`config.mk`:
```
export PLATFORM = sky130hd
export DESIGN_NAME = lp2_pins
export DESIGN_NICKNAME = d
export VERILOG_FILES = /design/src/verilog/lp2_pins_pkg.sv /design/src/verilog/pin_sync.sv /design/src/verilog/beat_fifo.sv /design/src/verilog/lp2_pins.sv
export SDC_FILE = /design/constraint.sdc
export NUM_CORES = 1
export LEC_CHECK = 0
export BUFFER_PORTS_ARGS = -buffer_cell sky130_fd_sc_hd__buf_2
export CAP_MARGIN = 20
export CELL_PAD_IN_SITES_DETAIL_PLACEMENT = 0
export CELL_PAD_IN_SITES_GLOBAL_PLACEMENT = 1
export CORE_MARGIN = 1.5
export CORE_UTILIZATION = 50
export CTS_CLUSTER_DIAMETER = 50
export DETAILED_ROUTE_END_ITERATION = 6
export GPL_ROUTABILITY_DRIVEN = 1
export MAX_ROUTING_LAYER = met4
export PLACE_DENSITY_LB_ADDON = 0.25
export SYNTH_ARGS = -nofsm -noshare
export SYNTH_HDL_FRONTEND = slang
export SYNTH_HIERARCHICAL = 1
export SYNTH_SLANG_ARGS = --single-unit
```
`constraint.sdc`:
```
create_clock -name mclk_i -period 26.3 [get_ports mclk_i]
set_clock_uncertainty 0.15 [all_clocks]
set_input_delay 1.315 -clock mclk_i [delete_from_list [all_inputs] [get_ports mclk_i]]
set_output_delay 1.315 -clock mclk_i [all_outputs]
set_load 0.1 [all_outputs]
```
`src/verilog/lp2_pins_pkg.sv`:
```
package lp2_pins_pkg;
  // pin widths
  localparam int CA_W = 10;
  localparam int DQ_W = 32;
  localparam int LANES = 4;
  localparam int LANE_W = 8;
  // sampling of pins that arrive from outside mclk
  localparam int SYNC_STAGES = 3;
  // write beat buffer: data plus one store enable per lane
  localparam int FIFO_DEPTH = 16;
  localparam int BEAT_W = DQ_W + LANES;
  // reset values
  localparam logic RST_CKE = 1'b0;
  localparam logic RST_PWR_DOWN = 1'b1;
  localparam logic RST_CS_N = 1'b1;
  localparam logic RST_DQS = 1'b0;
  localparam logic [CA_W-1:0] RST_CA = 10'h000;
  localparam logic [DQ_W-1:0] RST_DQ = 32'h0000_0000;
  // timing
  localparam int MCLK_PERIOD_NS = 100;
  localparam int LINK_PERIOD_NS = 800;
  localparam int LINK_HALF_CYC = LINK_PERIOD_NS / (2 * MCLK_PERIOD_NS);
  // command capture phases
  typedef enum logic [0:0] {
    CAP_RISE,
    CAP_FALL
  } cap_phase_t;
endpackage

```
`src/verilog/pin_sync.sv`:
```
`timescale 1ns/1ps
`default_nettype none
module pin_sync #(
  parameter int W = 1
) (
  input wire logic mclk_i,
  input wire logic rst_n_i,
  input wire logic [W-1:0] pin_i,
  output logic [W-1:0] stable_o
);
  import lp2_pins_pkg::*;

  logic [W-1:0] meta_ff;
  logic [W-1:0] s2_ff;
  logic [W-1:0] s3_ff;
  logic [W-1:0] stable_ff;

  // meta_ff feeds s2_ff only
  always_ff @(posedge mclk_i or negedge rst_n_i) begin
    if (!rst_n_i) begin
      meta_ff <= '0;
      s2_ff <= '0;
      s3_ff <= '0;
    end else begin
      meta_ff <= pin_i;
      s2_ff <= meta_ff;
      s3_ff <= s2_ff;
    end
  end

  // a bit moves only once two stages agree, filtering single-cycle glitches
  always_ff @(posedge mclk_i or negedge rst_n_i) begin
    if (!rst_n_i) begin
      stable_ff <= '0;
    end else begin
      for (int i = 0; i < W; i++) begin
        if (s2_ff[i] == s3_ff[i]) begin
          stable_ff[i] <= s3_ff[i];
        end
      end
    end
  end

  assign stable_o = stable_ff;
endmodule
`default_nettype wire

```
`src/verilog/beat_fifo.sv`:
```
`timescale 1ns/1ps
`default_nettype none
module beat_fifo #(
  parameter int WIDTH = 36,
  parameter int DEPTH = 16
) (
  input wire logic mclk_i,
  input wire logic rst_n_i,
  input wire logic in_valid_i,
  output logic in_ready_o,
  input wire logic [WIDTH-1:0] in_data_i,
  output logic out_valid_o,
  input wire logic out_ready_i,
  output logic [WIDTH-1:0] out_data_o
);
  localparam int AW = $clog2(DEPTH);

  logic [WIDTH-1:0] mem [DEPTH];
  logic [AW-1:0] wr_ptr_ff;
  logic [AW-1:0] rd_ptr_ff;
  logic [AW:0] count_ff;
  logic push;
  logic pop;

  assign in_ready_o = (count_ff != (AW+1)'(DEPTH));
  assign out_valid_o = (count_ff != '0);
  assign push = in_valid_i & in_ready_o;
  assign pop = out_valid_o & out_ready_i;
  assign out_data_o = mem[rd_ptr_ff];

  always_ff @(posedge mclk_i) begin
    if (push) begin
      mem[wr_ptr_ff] <= in_data_i;
    end
  end

  always_ff @(posedge mclk_i or negedge rst_n_i) begin
    if (!rst_n_i) begin
      wr_ptr_ff <= '0;
      rd_ptr_ff <= '0;
      count_ff <= '0;
    end else begin
      if (push) begin
        wr_ptr_ff <= (wr_ptr_ff == AW'(DEPTH-1)) ? '0 : wr_ptr_ff + 1'b1;
      end
      if (pop) begin
        rd_ptr_ff <= (rd_ptr_ff == AW'(DEPTH-1)) ? '0 : rd_ptr_ff + 1'b1;
      end
      if (push && !pop) begin
        count_ff <= count_ff + 1'b1;
      end else if (pop && !push) begin
        count_ff <= count_ff - 1'b1;
      end
    end
  end
endmodule
`default_nettype wire

```
`src/verilog/lp2_pins.sv`:
```
`timescale 1ns/1ps
`default_nettype none
module lp2_pins (
  input wire logic mclk_i,
  input wire logic rstn_i,
  // link pins to and from the controller
  input wire logic ck_t_i,
  input wire logic ck_c_i,
  input wire logic cke_i,
  input wire logic cs_n_i,
  input wire logic [lp2_pins_pkg::CA_W-1:0] ca_i,
  input wire logic [lp2_pins_pkg::DQ_W-1:0] dq_i,
  output logic [lp2_pins_pkg::DQ_W-1:0] dq_o,
  output logic dq_oe_o,
  input wire logic [lp2_pins_pkg::LANES-1:0] dqs_t_i,
  input wire logic [lp2_pins_pkg::LANES-1:0] dqs_c_i,
  output logic [lp2_pins_pkg::LANES-1:0] dqs_t_o,
  output logic [lp2_pins_pkg::LANES-1:0] dqs_c_o,
  output logic dqs_oe_o,
  input wire logic [lp2_pins_pkg::LANES-1:0] dm_i,
  // core side: clocking and power
  output logic clk_en_o,
  output logic pwr_down_o,
  // core side: decoded command word
  output logic cmd_valid_o,
  output logic cmd_cke_o,
  output logic cmd_cs_n_o,
  output logic [lp2_pins_pkg::CA_W-1:0] cmd_ca_rise_o,
  output logic [lp2_pins_pkg::CA_W-1:0] cmd_ca_fall_o,
  // core side: write beats
  output logic wr_valid_o,
  input wire logic wr_ready_i,
  output logic [lp2_pins_pkg::DQ_W-1:0] wr_data_o,
  output logic [lp2_pins_pkg::LANES-1:0] wr_be_o,
  output logic wr_overrun_o,
  input wire logic wr_overrun_clr_i,
  // core side: read beats
  input wire logic rd_en_i,
  input wire logic rd_beat_i,
  input wire logic [lp2_pins_pkg::DQ_W-1:0] rd_data_i
);
  import lp2_pins_pkg::*;

  logic rst_meta_ff;
  logic rst_n;

  always_ff @(posedge mclk_i or negedge rstn_i) begin
    if (!rstn_i) begin
      rst_meta_ff <= 1'b0;
      rst_n <= 1'b0;
    end else begin
      rst_meta_ff <= 1'b1;
      rst_n <= rst_meta_ff;
    end
  end

  // pin sampling
  logic ck_t_s;
  logic ck_c_s;
  logic cke_s;
  logic cs_n_s;
  logic [CA_W-1:0] ca_s;
  logic [LANES-1:0] dqs_t_s;
  logic [LANES-1:0] dqs_c_s;
  logic [DQ_W-1:0] dq_s;
  logic [LANES-1:0] dm_s;

  // strobe, data and mask share one sampler so their latency matches
  pin_sync #(.W(CA_W + 4)) u_sync_cmd (
    .mclk_i(mclk_i),
    .rst_n_i(rst_n),
    .pin_i({ck_t_i, ck_c_i, cke_i, cs_n_i, ca_i}),
    .stable_o({ck_t_s, ck_c_s, cke_s, cs_n_s, ca_s})
  );

  pin_sync #(.W(DQ_W + 3 * LANES)) u_sync_dat (
    .mclk_i(mclk_i),
    .rst_n_i(rst_n),
    .pin_i({dqs_t_i, dqs_c_i, dq_i, dm_i}),
    .stable_o({dqs_t_s, dqs_c_s, dq_s, dm_s})
  );

  // link clock edges
  logic ck_prev_ff;
  logic ck_rise;
  logic ck_fall;

  always_ff @(posedge mclk_i or negedge rst_n) begin
    if (!rst_n) begin
      ck_prev_ff <= 1'b0;
    end else begin
      ck_prev_ff <= ck_t_s;
    end
  end

  // the complement must agree, so a lone glitch on one leg is no edge
  assign ck_rise = ck_t_s & ~ck_prev_ff & ~ck_c_s;
  assign ck_fall = ~ck_t_s & ck_prev_ff & ck_c_s;

  // clock enable and power state
  logic cke_ff;
  logic pwr_down_ff;

  always_ff @(posedge mclk_i or negedge rst_n) begin
    if (!rst_n) begin
      cke_ff <= RST_CKE;
    end else if (ck_rise) begin
      cke_ff <= cke_s;
    end
  end

  always_ff @(posedge mclk_i or negedge rst_n) begin
    if (!rst_n) begin
      pwr_down_ff <= RST_PWR_DOWN;
    end else if (ck_rise && cke_ff && !cke_s) begin
      pwr_down_ff <= 1'b1;
    end else if (ck_rise && !cke_ff && cke_s) begin
      pwr_down_ff <= 1'b0;
    end
  end

  assign clk_en_o = cke_ff;
  assign pwr_down_o = pwr_down_ff;

  // command capture over one link clock
  cap_phase_t phase_ff;
  logic rise_take;
  logic cmd_valid_ff;
  logic cmd_cke_ff;
  logic cmd_cs_n_ff;
  logic [CA_W-1:0] ca_rise_ff;
  logic [CA_W-1:0] ca_fall_ff;

  // receivers stay live for the rise that brings CKE back high
  assign rise_take = ck_rise & (cke_ff | cke_s);

  always_ff @(posedge mclk_i or negedge rst_n) begin
    if (!rst_n) begin
      phase_ff <= CAP_RISE;
      cmd_valid_ff <= 1'b0;
      cmd_cke_ff <= RST_CKE;
      cmd_cs_n_ff <= RST_CS_N;
      ca_rise_ff <= RST_CA;
      ca_fall_ff <= RST_CA;
    end else begin
      cmd_valid_ff <= 1'b0;
      unique case (phase_ff)
        CAP_RISE: begin
          if (rise_take) begin
            cmd_cke_ff <= cke_s;
            cmd_cs_n_ff <= cs_n_s;
            ca_rise_ff <= ca_s;
            phase_ff <= CAP_FALL;
          end
        end
        CAP_FALL: begin
          if (ck_fall) begin
            ca_fall_ff <= ca_s;
            cmd_valid_ff <= 1'b1;
            phase_ff <= CAP_RISE;
          end
        end
      endcase
    end
  end

  assign cmd_valid_o = cmd_valid_ff;
  assign cmd_cke_o = cmd_cke_ff;
  assign cmd_cs_n_o = cmd_cs_n_ff;
  assign cmd_ca_rise_o = ca_rise_ff;
  assign cmd_ca_fall_o = ca_fall_ff;

  // read drive
  logic dq_oe_ff;
  logic [DQ_W-1:0] dq_out_ff;
  logic dqs_out_ff;
  logic rd_step;

  assign rd_step = rd_beat_i & rd_en_i & cke_ff;

  always_ff @(posedge mclk_i or negedge rst_n) begin
    if (!rst_n) begin
      dq_oe_ff <= 1'b0;
    end else begin
      dq_oe_ff <= rd_en_i & cke_ff;
    end
  end

  // strobe toggles in the same cycle as data, giving edge alignment
  always_ff @(posedge mclk_i or negedge rst_n) begin
    if (!rst_n) begin
      dq_out_ff <= RST_DQ;
      dqs_out_ff <= RST_DQS;
    end else if (rd_step) begin
      dq_out_ff <= rd_data_i;
      dqs_out_ff <= ~dqs_out_ff;
    end else if (!rd_en_i) begin
      dqs_out_ff <= RST_DQS;
    end
  end

  assign dq_o = dq_out_ff;
  assign dq_oe_o = dq_oe_ff;
  assign dqs_t_o = {LANES{dqs_out_ff}};
  assign dqs_c_o = {LANES{~dqs_out_ff}};
  assign dqs_oe_o = dq_oe_ff;

  // write capture, one strobe per byte lane
  logic [LANES-1:0] dqs_prev_ff;
  logic [LANES-1:0] lane_edge;
  logic [LANES-1:0] in_be;
  logic in_valid;
  logic in_ready;
  logic overrun_ff;

  always_ff @(posedge mclk_i or negedge rst_n) begin
    if (!rst_n) begin
      dqs_prev_ff <= '0;
    end else begin
      dqs_prev_ff <= dqs_t_s;
    end
  end

  for (genvar l = 0; l < LANES; l++) begin : g_lane
    // both strobe edges count; inputs are ignored while we drive
    assign lane_edge[l] = (dqs_t_s[l] != dqs_prev_ff[l]) & (dqs_t_s[l] != dqs_c_s[l])
                          & cke_ff & ~dq_oe_ff;
    assign in_be[l] = lane_edge[l] & ~dm_s[l];
  end

  assign in_valid = |lane_edge;

  // a full buffer drops the beat; the controller cannot be stalled
  always_ff @(posedge mclk_i or negedge rst_n) begin
    if (!rst_n) begin
      overrun_ff <= 1'b0;
    end else if (in_valid && !in_ready) begin
      overrun_ff <= 1'b1;
    end else if (wr_overrun_clr_i) begin
      overrun_ff <= 1'b0;
    end
  end

  assign wr_overrun_o = overrun_ff;

  beat_fifo #(.WIDTH(BEAT_W), .DEPTH(FIFO_DEPTH)) u_fifo (
    .mclk_i(mclk_i),
    .rst_n_i(rst_n),
    .in_valid_i(in_valid),
    .in_ready_o(in_ready),
    .in_data_i({in_be, dq_s}),
    .out_valid_o(wr_valid_o),
    .out_ready_i(wr_ready_i),
    .out_data_o({wr_be_o, wr_data_o})
  );
endmodule
`default_nettype wire

```
==> results.tsv <==
metric	value	unit
Die H	254.6	um
Worst slew margin	31.38	%
routed wire length	61.58	mm
cts hold-fix bufs	0	
Reg clk slew, reported paths	0.06	ns
count of cell types in the netlist	48	
Power per Cell Area	125.6	nW/um^2
syn nets	1578	
total global-route track usage	20.19	%
Final WS setup	21.05	ns
commonest cells after routing, fill and taps aside	576 x edfxtp_1, 308 x dfrtp_1, 200 x buf_2	
die width	254.6	um
outcome	complete, no violations	
layout cells sized above 1	36.12	%
Max Slew Vio Count	0	
Leak Pwr	13.61	nW
CP arrival	3.78	ns
Max VDD drop	0.1007	mV
Hold Path Depth	0	
Fillers	4641	
Worst-Margin Slew	1.029	ns
clock latency on the worst-skew pair	0.63	ns
# DRC	0	
Tcrit/Tclk final	19.96	%
Diodes inserted	0	
Ys Warns	6	
critical path startpoint category	register	
CP Data Required Time	24.84	ns
min Tclk post-route	5.249	ns
first-pass GRT wire length	93.53	mm
setup_tns	0	ns
GPL Wtd Cong	0.7285	
Hold Startpoint	u_sync_dat/meta_ff[42]	
critical path class	reg -> out	
num rows	92	
r2r endpoint	u_fifo/mem[15][4]	
initial core utilization	50.34	%
most common cell after layout, fill and taps aside	edfxtp_1	
H-tree Lvls	3	
Syn Inst Count	1472	
post-placement setup slack	21.61	ns
EDFF count, synth	576	
Hold/Removal Path Class	reg -> reg	
port bufs	200	
drt pass-1 iters	5	
Inserted Clock Buffers	96	
I/O pins	201	
routed len/inst	23.13	um
Setup violations, final	0	
CTS tree	built	
post-route ant nets	0	
vias per cell	5.470	
setup bufs post-CTS	0	
Seq cells post-synth	889	
ys flop type	edfxtp_1	
pin count of the biggest net entering global routing	109	
area growth from synthesis to layout	16.68	%
hold worst-path end	u_sync_dat/s2_ff[42]	
Reg-to-Reg Start	clk_en_o	
post_cts resized	0	
ys async rst share	35.21	%
final net count	1844	
Root Driver	clkbuf_16	
Seq/Total Area, Yosys	79.43	%
total grt overflow	0	
CTS max path bufs	3	
Mean Syn Cell Area	21.50	um^2
crit-path max FO	108	
total number of vias	14561	
die area	64800	um^2
synthesized area	31640	um^2
Post-DP HPWL	33.31	mm
RSZ-0062 raised after global routing	no	
CP Capture Type	output port	
R2R Setup Slk	22.11	ns
Core ar.	62850	um^2
Max-Cap Viols	0	
Hold Fails Final Rpt	0	
fmax	0.1905	GHz
Sink Count	889	
initial antenna violation count	0	
drt first-iter violations	1069	
number of global-route vias before repair	15265	
worst reg-to-reg path cell count	8	
## worst max path at each step
stage,startpoint,to,slack [ns]
2_1_floorplan,rst_n,ck_prev_ff,16.78
3_5_place_dp,u_fifo/rd_ptr_ff[0],wr_data_o[22],21.61
3_3_place_gp,u_fifo/rd_ptr_ff[0],wr_data_o[22],21.63
6_report,u_fifo/rd_ptr_ff[0],wr_data_o[22],21.05
4_1_cts,u_fifo/rd_ptr_ff[0],wr_data_o[22],20.90
5_1_grt,u_fifo/rd_ptr_ff[0],wr_data_o[22],20.73
## synth_stat cells (2+ instances only)
cell type    n  area share [%]
nand3_1      3           0.047
mux2_4      30             1.4
inv_1        7           0.083
a21o_1       4           0.095
nand2_1     85             1.0
mux4_2     144              10
clkbuf_1    22            0.26
xnor2_1      4            0.11
edfxtp_1   576              55
and2_1       3           0.059
nor3b_1      5            0.12
dfstp_2      2            0.17
nor2_1      20            0.24
maj3_2      58             2.1
buf_6       11            0.39
o21ai_0     15            0.24
nand2b_1     3           0.059
a22o_1       2           0.055
buf_2        5           0.079
ha_1         9            0.36
a21oi_1      3           0.047
xor2_1       2           0.055
nor2b_1      3           0.059
nor3_1       8            0.13
and3b_1      4            0.11
dfrtp_1    311              25
buf_4       15            0.36
mux2_2      15            0.53
a22oi_1     72             1.7
buf_1       13            0.15
## layout make-up
| class | instances | area [um^2] | share of cell area, % |
|---|---|---|---|
| Multi-Input combinational cell | 510 | 6218 | 16.84 |
| Timing Repair Buffer | 234 | 1279 | 3.464 |
| Sequential cell | 889 | 25140 | 68.10 |
| Inverter | 7 | 26.28 | 0.07117 |
| Clock buffer | 131 | 2771 | 7.507 |
| Clock inverter | 45 | 422.9 | 1.145 |
| Tap cell | 846 | 1059 | 2.867 |
## sequential cells by signal, indices dropped and copies added (netlist names), 32 cells and up
| register | cells |
|---|---|
| u_sync_dat/stable_o | 44 |
| dq_o | 32 |
| u_sync_dat/meta_ff | 44 |
| u_sync_dat/s2_ff | 44 |
| u_fifo/mem | 576 |
| u_sync_dat/s3_ff | 44 |
## critical path, stage by stage, from the launching register on
cell	delay (ns)
dfrtp_4	0.97
buf_12	0.65
mux4_2	0.60
a22oi_1	0.23
nand2_1	0.13
buf_2	0.31
## cell families after synthesis
family | Yosys count | share of synthesized area, %
buffers and inverters | 73 | 1.325
DFF | 889 | 79.43
AOI/OAI and AO/OA | 102 | 2.294
muxes | 190 | 12.24
other | 1 | 0.01185
adders and majority gates | 68 | 2.483
xor gates and xnor gates | 6 | 0.1661
and+or+nand+nor | 143 | 2.056
## stage by stage
stage	instance area, um^2	util (%)	hold slack (ns)	instances	power (mW)
6_report	36920	58.74	0.1949	2662	4.637
5_1_grt	36920	58.74	0.1976	2662	4.819
4_1_cts	36910	58.72	0.1968	2661	4.693
3_5_place_dp	33710	53.64	0.1847	2485	3.356
3_3_place_gp	33700	53.62	0.1816	2484	3.342
2_1_floorplan	31640	-	0.1812	1472	3.048
## power by group
| group | internal, mW | switching [mW] | leakage (nW) |
|---|---|---|---|
| registers | 1.64 | 0.113 | 8.89 |
| clock network | 0.798 | 0.531 | 1.56 |
| logic | 0.410 | 1.15 | 3.16 |
## per-layer routing
layer	GRT usage, %	routed length [um]
met2	31.90	30720
met1	27.14	26090
met4	5.292	1281
met5	-	0
met3	4.052	3479
Note: power is estimated with default switching activity, not from simulation.
